--- src/common/opmd_pkg.sv ---
package opmd_pkg;

  // frame format codes
  localparam logic [2:0] FMT_DS3_CBIT = 3'h0;
  localparam logic [2:0] FMT_DS3_M23 = 3'h1;
  localparam logic [2:0] FMT_E3_G751 = 3'h2;
  localparam logic [2:0] FMT_E3_G832 = 3'h3;
  localparam logic [2:0] FMT_DS3_UNFR = 3'h4;
  localparam logic [2:0] FMT_E3_UNFR = 3'h6;

  // line interface codes
  localparam logic [2:0] LIF_DUAL_RAIL = 3'h0;
  localparam logic [2:0] LIF_ATT_OFF = 3'h1;
  localparam logic [2:0] LIF_ATT_RX = 3'h2;
  localparam logic [2:0] LIF_ATT_TX = 3'h3;
  localparam int LIF_UNIPOLAR_BIT = 2;

  // register byte offsets
  localparam logic [7:0] OFS_MODE_CTRL = 8'h00;
  localparam logic [7:0] OFS_MODE_STAT = 8'h04;
  localparam logic [7:0] OFS_FEAT_CFG0 = 8'h08;
  localparam logic [7:0] OFS_FEAT_CFG1 = 8'h0C;
  localparam logic [7:0] OFS_FEAT_CFG2 = 8'h10;
  localparam logic [7:0] OFS_FEAT_CFG3 = 8'h14;
  localparam int NUM_FEAT = 4;

  // control register fields
  localparam int POS_FMT = 0;
  localparam int POS_LIF = 4;
  localparam int POS_TX_ZS_DIS = 8;
  localparam int POS_RX_ZS_DIS = 9;
  localparam int POS_TX_PORT_SEL = 10;
  localparam int POS_CLOCK_RATE_ADAPTER_TX = 11;
  localparam int POS_BSCAN = 12;
  localparam logic [12:0] RST_MODE_CTRL = 13'h0000;
  localparam logic [31:0] RST_FEAT_CFG = 32'h0000_0000;

  // status register fields
  localparam int POS_ST_FRAMED = 0;
  localparam int POS_ST_E3 = 1;
  localparam int POS_ST_LINE_UNIT = 2;
  localparam int POS_ST_DUAL = 3;
  localparam int POS_ST_UNIPOLAR = 4;
  localparam int POS_ST_AMI = 5;
  localparam int POS_ST_ATT_RX = 6;
  localparam int POS_ST_ATT_TX = 7;
  localparam int POS_ST_BAD = 8;
  localparam int POS_ST_FEAT_PD = 12;

  // feature index: framer, line interface, jitter att., rate adapter
  localparam int FEAT_FRAMER = 0;
  localparam int FEAT_LINE_UNIT = 1;
  localparam int FEAT_ATT = 2;
  localparam int FEAT_CLOCK_RATE_ADAPTER = 3;

  localparam logic [31:0] UNMAPPED_DATA = 32'h0000_0000;

  typedef enum logic [2:0] {
    OPMD_IDLE = 3'b001,
    OPMD_ACK = 3'b010,
    OPMD_DONE = 3'b100
  } opmd_bus_e;

endpackage : opmd_pkg

--- src/verilog/opmd_decoder.sv ---
// Register access over Wishbone and the register offsets were chosen for this implementation.
`timescale 1ns/1ns
// Overview of operation
// - format codes 000..011 select DS3 C-bit, M23, E3 G.751, G.832 framed
// - format code 100 is DS3 unframed, 110 is E3 unframed
// - line field 001/010/011: analog, attenuator off/rx/tx, tx port select as written
// - both suppress-disable bits 0 give B3ZS/HDB3, both 1 give AMI
// - line field 000: analog off, dual-rail pins, tx port select as written
// - line field 1XX: unipolar data, suppress bits ignored, tx port select as written
// - unframed analog: format sets adapter rate, line rate and code
// - unframed digital: format sets adapter rate only if adapter clocks tx
// - unused features are powered down with data paths in reset
// - powered-down feature registers stay writable and readable
// - multi-function pins change role with the mode
// - boundary-scan test mode turns every digital pin bidirectional
module opmd_decoder
  import opmd_pkg::*;
(
  // clock and reset
  input wire logic clk_i,
  input wire logic rst_i,
  // wishbone slave
  input wire logic cyc_i,
  input wire logic stb_i,
  input wire logic we_i,
  input wire logic [7:0] adr_i,
  input wire logic [3:0] sel_i,
  input wire logic [31:0] dat_i,
  output logic [31:0] dat_o,
  output logic ack_o,
  // mode outputs
  output logic framed_o,
  output logic e3_rate_o,
  output logic ami_o,
  output logic line_unit_on_o,
  output logic att_rx_o,
  output logic att_tx_o,
  output logic clock_rate_adapter_e3_o,
  output logic clock_rate_adapter_en_o,
  output logic mode_bad_o,
  // feature power-down and data-path reset
  output logic [NUM_FEAT-1:0] feat_pd_o,
  output logic [NUM_FEAT-1:0] feat_rst_o,
  // multi-function pin roles
  output logic tx_positive_or_data_o,
  output logic rx_negative_or_code_violation_o,
  output logic tx_clock_or_gapped_out_o,
  output logic tx_frame_start_or_data_valid_o,
  output logic rx_clock_or_gapped_out_o,
  output logic rx_frame_start_or_data_valid_o,
  output logic pins_bidir_o
);

  ////////////////////////////////////////////////////////////////////////////
  function automatic logic is_e3(input logic [2:0] f);
    is_e3 = (f == FMT_E3_G751) || (f == FMT_E3_G832) || (f == FMT_E3_UNFR);
  endfunction : is_e3

  function automatic logic is_valid(input logic [2:0] f);
    is_valid = !f[2] || (f == FMT_DS3_UNFR) || (f == FMT_E3_UNFR);
  endfunction : is_valid

  ////////////////////////////////////////////////////////////////////////////
  logic [12:0] ctrl_q;
  logic [31:0] feat_cfg_q [NUM_FEAT];
  opmd_bus_e bus_q;
  logic [2:0] frame_format_select;
  logic [2:0] line_interface_select;
  logic tx_zero_suppress_disable;
  logic rx_zero_suppress_disable;
  logic tx_line_port_select;
  logic clock_rate_adapter_tx_sel;
  logic bscan;
  logic req;
  logic wr_ack;
  logic [31:0] sel_mask;
  logic [31:0] stat;

  assign frame_format_select = ctrl_q[POS_FMT +: 3];
  assign line_interface_select = ctrl_q[POS_LIF +: 3];
  assign tx_zero_suppress_disable = ctrl_q[POS_TX_ZS_DIS];
  assign rx_zero_suppress_disable = ctrl_q[POS_RX_ZS_DIS];
  assign tx_line_port_select = ctrl_q[POS_TX_PORT_SEL];
  assign clock_rate_adapter_tx_sel = ctrl_q[POS_CLOCK_RATE_ADAPTER_TX];
  assign bscan = ctrl_q[POS_BSCAN];
  assign req = cyc_i && stb_i && (bus_q == OPMD_IDLE);
  // writes land on the ack edge, where the master takes its answer
  assign wr_ack = ack_o && cyc_i && stb_i && we_i;

  generate
    for (genvar b = 0; b < 4; b++)
    begin : g_sel
      assign sel_mask[8*b +: 8] = {8{sel_i[b]}};
    end
  endgenerate

  ////////////////////////////////////////////////////////////////////////////
  // mode decode, combinational
  logic d_framed, d_e3, d_unipolar, d_dual, d_line_unit, d_ami, d_bad;
  logic d_att_rx, d_att_tx, d_clock_rate_adapter_en;
  logic [NUM_FEAT-1:0] d_pd;

  always_comb
  begin
    d_framed = !frame_format_select[2];
    d_e3 = is_e3(frame_format_select);
    d_bad = !is_valid(frame_format_select);
    d_unipolar = line_interface_select[LIF_UNIPOLAR_BIT];
    d_dual = (line_interface_select == LIF_DUAL_RAIL);
    d_line_unit = !d_unipolar && !d_dual;
    d_att_rx = (line_interface_select == LIF_ATT_RX);
    d_att_tx = (line_interface_select == LIF_ATT_TX);
    // AMI when both disables set; unipolar ignores them
    d_ami = !d_unipolar && tx_zero_suppress_disable
      && rx_zero_suppress_disable;
    // adapter needed for analog or as tx clock
    d_clock_rate_adapter_en = d_line_unit || clock_rate_adapter_tx_sel;
    d_pd = '0;
    d_pd[FEAT_FRAMER] = !d_framed;
    d_pd[FEAT_LINE_UNIT] = !d_line_unit;
    d_pd[FEAT_ATT] = !(d_att_rx || d_att_tx);
    d_pd[FEAT_CLOCK_RATE_ADAPTER] = !d_clock_rate_adapter_en;
  end

  ////////////////////////////////////////////////////////////////////////////
  // registered mode outputs
  always_ff @(posedge clk_i)
  begin
    if (rst_i)
    begin
      framed_o <= 1'b1;
      e3_rate_o <= 1'b0;
      ami_o <= 1'b0;
      line_unit_on_o <= 1'b0;
      att_rx_o <= 1'b0;
      att_tx_o <= 1'b0;
      clock_rate_adapter_e3_o <= 1'b0;
      clock_rate_adapter_en_o <= 1'b0;
      mode_bad_o <= 1'b0;
      feat_pd_o <= '1;
      feat_rst_o <= '1;
    end
    else
    begin
      framed_o <= d_framed;
      e3_rate_o <= d_e3;
      ami_o <= d_ami;
      line_unit_on_o <= d_line_unit;
      att_rx_o <= d_att_rx;
      att_tx_o <= d_att_tx;
      clock_rate_adapter_e3_o <= d_e3 && d_clock_rate_adapter_en;
      clock_rate_adapter_en_o <= d_clock_rate_adapter_en;
      mode_bad_o <= d_bad;
      feat_pd_o <= d_pd;
      feat_rst_o <= d_pd;
    end
  end

  ////////////////////////////////////////////////////////////////////////////
  // pin role select: 1 = second role of each pin
  always_ff @(posedge clk_i)
  begin
    if (rst_i)
    begin
      tx_positive_or_data_o <= 1'b0;
      rx_negative_or_code_violation_o <= 1'b0;
      tx_clock_or_gapped_out_o <= 1'b0;
      tx_frame_start_or_data_valid_o <= 1'b0;
      rx_clock_or_gapped_out_o <= 1'b0;
      rx_frame_start_or_data_valid_o <= 1'b0;
      pins_bidir_o <= 1'b0;
    end
    else
    begin
      tx_positive_or_data_o <= d_unipolar;
      rx_negative_or_code_violation_o <= d_unipolar;
      tx_clock_or_gapped_out_o <= !d_framed;
      tx_frame_start_or_data_valid_o <= !d_framed;
      rx_clock_or_gapped_out_o <= !d_framed;
      rx_frame_start_or_data_valid_o <= !d_framed;
      pins_bidir_o <= bscan;
    end
  end

  ////////////////////////////////////////////////////////////////////////////
  // status word
  always_comb
  begin
    stat = '0;
    stat[POS_ST_FRAMED] = framed_o;
    stat[POS_ST_E3] = e3_rate_o;
    stat[POS_ST_LINE_UNIT] = line_unit_on_o;
    stat[POS_ST_DUAL] = !line_unit_on_o && !tx_positive_or_data_o;
    stat[POS_ST_UNIPOLAR] = tx_positive_or_data_o;
    stat[POS_ST_AMI] = ami_o;
    stat[POS_ST_ATT_RX] = att_rx_o;
    stat[POS_ST_ATT_TX] = att_tx_o;
    stat[POS_ST_BAD] = mode_bad_o;
    stat[POS_ST_FEAT_PD +: NUM_FEAT] = feat_pd_o;
  end

  ////////////////////////////////////////////////////////////////////////////
  // wishbone: one wait cycle, ack on second edge, idle cycle after
  always_ff @(posedge clk_i)
  begin
    if (rst_i)
      bus_q <= OPMD_IDLE;
    else
    begin
      case (bus_q)
        OPMD_IDLE: bus_q <= req ? OPMD_ACK : OPMD_IDLE;
        OPMD_ACK: bus_q <= OPMD_DONE;
        OPMD_DONE: bus_q <= OPMD_IDLE;
        default: bus_q <= OPMD_IDLE;
      endcase
    end
  end

  always_ff @(posedge clk_i)
  begin
    if (rst_i)
      ack_o <= 1'b0;
    else
      ack_o <= (bus_q == OPMD_IDLE) && req;
  end

  // control register write; tx port select stored as written
  always_ff @(posedge clk_i)
  begin
    if (rst_i)
      ctrl_q <= RST_MODE_CTRL;
    else if (wr_ack && adr_i == OFS_MODE_CTRL)
      ctrl_q <= (ctrl_q & ~sel_mask[12:0]) | (dat_i[12:0] & sel_mask[12:0]);
  end

  // feature configs written regardless of power-down
  generate
    for (genvar f = 0; f < NUM_FEAT; f++)
    begin : g_feat
      always_ff @(posedge clk_i)
      begin
        if (rst_i)
          feat_cfg_q[f] <= RST_FEAT_CFG;
        else if (wr_ack && adr_i == OFS_FEAT_CFG0 + 8'(4 * f))
          feat_cfg_q[f] <= (feat_cfg_q[f] & ~sel_mask) | (dat_i & sel_mask);
      end
    end
  endgenerate

  always_ff @(posedge clk_i)
  begin
    if (rst_i)
      dat_o <= '0;
    else if (req && !we_i)
    begin
      case (adr_i)
        OFS_MODE_CTRL: dat_o <= {19'h0, ctrl_q};
        OFS_MODE_STAT: dat_o <= stat;
        OFS_FEAT_CFG0: dat_o <= feat_cfg_q[0];
        OFS_FEAT_CFG1: dat_o <= feat_cfg_q[1];
        OFS_FEAT_CFG2: dat_o <= feat_cfg_q[2];
        OFS_FEAT_CFG3: dat_o <= feat_cfg_q[3];
        default: dat_o <= UNMAPPED_DATA;
      endcase
    end
  end

  ////////////////////////////////////////////////////////////////////////////
  unframed_rate_a: assert property (
    @(posedge clk_i) disable iff (rst_i)
    (frame_format_select == FMT_E3_UNFR) |=> !framed_o && e3_rate_o)
    else $error("E3 unframed not decoded");
  framed_code_a: assert property (
    @(posedge clk_i) disable iff (rst_i)
    (frame_format_select == FMT_DS3_M23) |=> framed_o && !e3_rate_o)
    else $error("DS3 framed not decoded");
  analog_att_a: assert property (
    @(posedge clk_i) disable iff (rst_i)
    (line_interface_select == LIF_ATT_TX)
    |=> line_unit_on_o && att_tx_o && !att_rx_o)
    else $error("attenuator placement wrong");
  ami_select_a: assert property (
    @(posedge clk_i) disable iff (rst_i)
    (!d_unipolar && tx_zero_suppress_disable && rx_zero_suppress_disable)
    |=> ami_o) else $error("AMI not selected");
  dual_rail_a: assert property (
    @(posedge clk_i) disable iff (rst_i)
    (line_interface_select == LIF_DUAL_RAIL)
    |=> !line_unit_on_o && feat_pd_o[FEAT_LINE_UNIT])
    else $error("line unit not off");
  unipolar_a: assert property (
    @(posedge clk_i) disable iff (rst_i)
    d_unipolar |=> !ami_o && tx_positive_or_data_o)
    else $error("unipolar mode wrong");
  // framer bit left out: reset shows framed with everything powered down
  pd_reset_a: assert property (
    @(posedge clk_i) disable iff (rst_i)
    feat_pd_o == feat_rst_o
    && feat_pd_o[FEAT_LINE_UNIT] == !line_unit_on_o
    && feat_pd_o[FEAT_ATT] == !(att_rx_o || att_tx_o)
    && feat_pd_o[FEAT_CLOCK_RATE_ADAPTER] == !clock_rate_adapter_en_o)
    else $error("power-down does not match mode");
  bscan_pins_a: assert property (
    @(posedge clk_i) disable iff (rst_i)
    $rose(bscan) |=> pins_bidir_o) else $error("pins not bidir");
  clock_rate_adapter_rate_a: assert property (
    @(posedge clk_i) disable iff (rst_i)
    (d_e3 && d_line_unit) |=> clock_rate_adapter_e3_o && clock_rate_adapter_en_o)
    else $error("adapter rate wrong");
  pin_role_a: assert property (
    @(posedge clk_i) disable iff (rst_i)
    !d_framed |=> tx_clock_or_gapped_out_o && rx_frame_start_or_data_valid_o)
    else $error("pin role wrong");
  ack_timing_a: assert property (@(posedge clk_i) disable iff (rst_i)
    req |=> ack_o ##1 !ack_o) else $error("ack timing wrong");

endmodule : opmd_decoder

--- config.mk ---
export PLATFORM = sky130hd
export DESIGN_NAME = opmd_decoder
export DESIGN_NICKNAME = d
export VERILOG_FILES = /design/src/common/opmd_pkg.sv /design/src/verilog/opmd_decoder.sv
export SDC_FILE = /design/constraint.sdc
export NUM_CORES = 1
export LEC_CHECK = 0
export BUFFER_PORTS_ARGS = -buffer_cell sky130_fd_sc_hd__clkbuf_2
export CAP_MARGIN = 30
export CORE_ASPECT_RATIO = 1.2
export CORE_MARGIN = 3
export CORE_UTILIZATION = 44
export CTS_CLUSTER_SIZE = 30
export DETAILED_ROUTE_END_ITERATION = 7
export PLACE_DENSITY = 0.68
export SYNTH_ARGS = -nofsm -noshare
export SYNTH_HDL_FRONTEND = slang
export SYNTH_SLANG_ARGS = --single-unit
--- constraint.sdc ---
create_clock -name clk_i -period 14.4 [get_ports clk_i]
set_clock_uncertainty 0.05 [all_clocks]
set_input_delay 2.88 -clock clk_i [delete_from_list [all_inputs] [get_ports clk_i]]
set_output_delay 2.88 -clock clk_i [all_outputs]
set_load 0.005 [all_outputs]
**Yosys cells after proc, flatten, opt, wreduce, memory -nomap -nowiden**

Memory sizes are Yosys's and may differ from the RTL's.
Index checks and enable logic that the tools add are counted.

- Bits in registers: 65
- Bits in writable memories: 128
- Input bits: 49
- Output and inout bits: 57
- Word-level logic and storage cells: 105
- Memories kept: 1

- Eq/ne operators: 13
- Multiplexer cells: 21
- Bitwise logic cells: 18
- Reduce and logical (&&, ||, !) cells: 35

Memories:

| memory | depth | bits a word | read ports | clocked after memory_dff | wr ports | RTL line | source |
|---|---|---|---|---|---|---|---|
| feat_cfg_q | 4 | 32 | 4 | 0 | 4 | opmd_decoder.sv:65 | `logic [31:0] feat_cfg_q [NUM_FEAT];` |

Operators with widths:

| kind | number |
|---|---|
| $pmux 32 s6 | 1 |
| $and 32x32->32 | 5 |
| $mux 32 | 4 |
| $or 32x32->32 | 4 |
| $not 32->32 | 1 |
| $and 13x13->13 | 2 |
| $logic_and 1x1->1 | 17 |
| $eq 8x4->1 const B | 2 |
| $eq 8x5->1 const B | 2 |
| $eq 3x2->1 const B | 5 |
| $mux 1 | 14 |
| $not 13->13 | 1 |
| $or 13x13->13 | 1 |
| $logic_not 1->1 | 10 |
| $eq 8x3->1 const B | 1 |
| $logic_not 8->1 | 1 |
| $eq 3x3->1 const B | 2 |
| $logic_or 1x1->1 | 6 |
| $pmux 3 s2 | 1 |
| $or 1x1->1 | 4 |
| $eq 3x1->1 const B | 1 |
| $logic_not 3->1 | 1 |
| $mux 2 | 1 |

**Depth between registers and ports, before layout**

- Depth after elaboration: 8
- Depth in mapped cells: 8
- Gate-level depth less buffers: 4

**Least setup slack after synthesis**

Ideal clock, no wire load.

- Path kind: input to register
- From: input port adr_i[4]
- To: memory feat_cfg_q[0][0], enable pin
- Setup time: 0.466 ns
- Data arrival time: 6.080 ns
- Data required time: 13.884 ns
- Slack: 7.805 ns
- Cell stages on the path: 6
- Path buffers: 2
- Path through: buf_2 > or4_4 > buf_6 > nor2_4 > nand2_1 > o21ai_0

RTL lines:

| element | RTL line | source |
|---|---|---|
| start, declared | opmd_decoder.sv:26 | `input wire logic [7:0] adr_i,` |
| end, declared | opmd_decoder.sv:65 |  |

==> flow_metrics.env <==
export IMPL_status="finished clean"
export IMPL_cp_num_buf_inv=2
export IMPL_synth_seq_cells=192
export IMPL_cp_start_kind="input pin"
export IMPL_drive_above_1_share_pct=19.36
export IMPL_synthArstFlopShare_pct=0
export IMPL_hold_path_class="flop to flop"
export IMPL_synth_top_cell_by_area="edfxtp_1"
export IMPL_combinationalPowerShare_pct=6.8
export IMPL_hold_viol=0
export IMPL_cts_resized=0
export IMPL_maxSlewHeadroom_pct=29.26
export IMPL_synth_top_area_share_pct=42.99
export IMPL_worst_slew_pin_transition_ns=1.046
export IMPL_diodes=0
export IMPL_rows=56
export IMPL_internal_power_w=0.0008739
export IMPL_grt_setup_unrepaired="false"
export IMPL_antenna_found_initial=0
export IMPL_arrival_ns=5.22
export IMPL_clk_pin_slew_ns=0.07
export IMPL_io_buffers=105
export IMPL_post_route_period_util_pct=35.97
export IMPL_p_switching_w=0.0002656
export IMPL_grt_pass1_vias=6258
export IMPL_core_um2=19760
export IMPL_hold_buffers=0
export IMPL_path_cells="buf_4 -> nor4b_1 -> a41o_1 -> buf_4"
export IMPL_die_area_um2=22070
export IMPL_dp_hpwl_um=14360
export IMPL_whs_endpoint="bus_q[2]"
export IMPL_grt_usage_pct=20.48
export IMPL_yosysWarnings=0
export IMPL_drv_slew=0
export IMPL_htreeDepth=4
export IMPL_drt_iter0_markers=626
export IMPL_grt_remaining_overflow=0
export IMPL_grt_pass1_wl_um=34910
export IMPL_ant_nets=0
export IMPL_cap_violations=0
export IMPL_cts_root_buf="clkbuf_16"
export IMPL_worstSkewPairLatency_ns=0.44
export IMPL_dr_pass1_iters=6
export IMPL_timing_fmax_mhz=193.0
export IMPL_reg2regPathDepth=3
export IMPL_routed_wirelength_um=22310
export IMPL_synth_edf_count=128
export IMPL_gp_congestion=0.7917
export IMPL_syn_inst=795
export IMPL_numCtsBuffers=17
export IMPL_vdd_drop_max_mv=0.09365
export IMPL_critPathMostFrequentCell="buf_4"
export IMPL_p_seq_share_pct=53.3
export IMPL_ios=106
export IMPL_rr_startpoint="bus_q[1]"
export IMPL_max_stage_delay_ns=0.89
export IMPL_cp_end_kind="flop"
export IMPL_cts_tree="yes"
export IMPL_rrSetupSlack_ns=12.14
export IMPL_grt_max_degree=60
export IMPL_area_growth_pct=13.76
export IMPL_yosysSeqAreaShare_pct=57.32
export IMPL_nets=914
export IMPL_clock_power_share_pct=39.9
export IMPL_setup_violations=0
export IMPL_p_leak_nw=3.933
export IMPL_die_y_um=162.2
export IMPL_dr_total_vias=6386
export IMPL_wl_per_cell_um=19.59
export IMPL_worst_path_max_delay_cell="nor4b_1"
export IMPL_synth_nets=844
export IMPL_ys_flop_type="edfxtp_1"
export IMPL_worst_path_max_fanout=24
export IMPL_swShare_pct=23.31
export IMPL_hp_start="bus_q[0]"
export IMPL_fin_crit_ns=5.180
export IMPL_path_delay_family="simple AND/OR/NAND/NOR gates"
export IMPL_r2r_end="feat_cfg_q[2][6]"
export IMPL_synth_area_leaders="edfxtp_1 43%, dfxtp_1 14%, nand2b_1 9.0%"
export IMPL_postCtsSetupBuffers=0
export IMPL_ys_types=46
export IMPL_via_per_inst=5.607
export IMPL_crit_type="input pin to flop"
export IMPL_finish_utilization_pct=51.48
export IMPL_clockBufferDepth=2
export IMPL_cp_data_required_time_ns=14.44
export IMPL_fp_dieW_um=136.1
export IMPL_tns_ns=0
export IMPL_syn_area_um2=8941
export IMPL_fillCellCount=1814
export IMPL_power_density_nw_per_um2=112.0
export IMPL_holdPathStages=1
export IMPL_drcViolationCount=0
export IMPL_start_util_pct=45.25
export IMPL_syn_area_per_cell_um2=11.25
export IMPL_cts_sinks=192
## cells in the final DEF, fill, tap and decap left out, types with 22 or more instances in the layout
cell / count
a21oi_1: 132
a22o_1: 22
clkbuf_2: 104
dfxtp_1: 64
edfxtp_1: 128
mux2i_1: 73
nand2_1: 42
nand2b_1: 128
nor2_1: 28
o22ai_1: 27
## metrics by stage
| stage | hold slack (ns) | cells | power [W] | worst slack [ns] | cell area [um2] |
|---|---|---|---|---|---|
| floorplan | 0.3616 | 795 | 0.0006679 | 7.805 | 8941 |
| global placement | 0.3762 | 1106 | 0.0006959 | 8.851 | 9592 |
| detailed placement | 0.3808 | 1107 | 0.0006970 | 8.873 | 9612 |
| CTS | 0.3911 | 1139 | 0.001146 | 9.335 | 10170 |
| global route | 0.4272 | 1139 | 0.001176 | 9.166 | 10170 |
| finish | 0.3882 | 1139 | 0.001140 | 9.220 | 10170 |
## final cells by class
| class | instances | area (um2) | area share [%] |
|---|---|---|---|
| Timing Repair Buffer | 118 | 638.1 | 6.274 |
| Inverter | 4 | 15.01 | 0.1476 |
| Sequential cell | 192 | 5125 | 50.39 |
| Multi-Input combinational cell | 532 | 3507 | 34.48 |
| Tap cell | 261 | 326.6 | 3.211 |
| Clock inverter | 11 | 108.9 | 1.070 |
| Clock buffer | 21 | 450.4 | 4.429 |
## power groups by stage
stage / sequential (W) / combinational (W) / clock, W
5_1_grt: 0.000609 / 0.0000848 / 0.000482
4_1_cts: 0.000607 / 0.0000777 / 0.000461
3_5_place_dp: 0.000620 / 0.0000774 / 0
3_3_place_gp: 0.000619 / 0.0000765 / 0
6_report: 0.000608 / 0.0000776 / 0.000454
2_1_floorplan: 0.000618 / 0.0000499 / 0
## worst max-delay path by stage
stage,to,start,cells past startpoint
after floorplan,feat_cfg_q[0][0],adr_i[4],6
after global placement,feat_cfg_q[3][26],adr_i[2],4
after detailed placement,feat_cfg_q[3][27],adr_i[2],4
after CTS,feat_cfg_q[3][27],adr_i[2],4
after global routing,feat_cfg_q[3][1],adr_i[2],4
final,feat_cfg_q[3][6],adr_i[2],4
## cell families after synthesis
| logic type | count (synthesis) | synth area share (%) |
|---|---|---|
| buffers and inverters | 71 | 3.708 |
| and+or+nand+nor | 233 | 14.83 |
| DFF | 192 | 57.32 |
| AOI/OAI and AO/OA | 214 | 14.20 |
| muxes | 85 | 9.936 |
## per-layer routing
| layer | vias up | GRT usage [%] | wire length (um) |
|---|---|---|---|
| met5 | - | 0 | 0 |
| met4 | 0 | 6.874 | 473 |
| met3 | 39 | 3.903 | 1239 |
| met2 | 246 | 32.88 | 10560 |
| met1 | 3050 | 27.96 | 10030 |
| li1 | 3051 | - | - |
## registers in the layout, indices dropped and copies added, names as in the netlist, named ones only
name	count
att_rx_o	1
clock_rate_adapter_e3_o	1
bus_q	3
att_tx_o	1
mode_bad_o	1
rx_negative_or_code_violation_o	1
rx_frame_start_or_data_valid_o	1
e3_rate_o	1
ami_o	1
clock_rate_adapter_en_o	1
feat_cfg_q	128
feat_rst_o	4
framed_o	1
dat_o	32
pins_bidir_o	1
line_unit_on_o	1
## worst reg2reg max path, cell delays in order, from the launching register on
cell and delay (ns):
dfxtp_1 0.35, and4_1 0.41, a41o_1 0.71, buf_4 0.40
## cells in the mapped netlist (all sizes together) (4+ instances only)
library cell / count
a22o: 22
nor2: 30
a2bb2oi: 5
mux2i: 73
buf: 22
mux2: 10
inv: 4
nand2b: 128
a221oi: 8
o22ai: 28
o21ai: 11
nand2: 42
edfxtp: 128
clkbuf: 45
dfxtp: 64
nor3: 4
a21oi: 132
No activity file was read; power rests on OpenSTA's default activity.
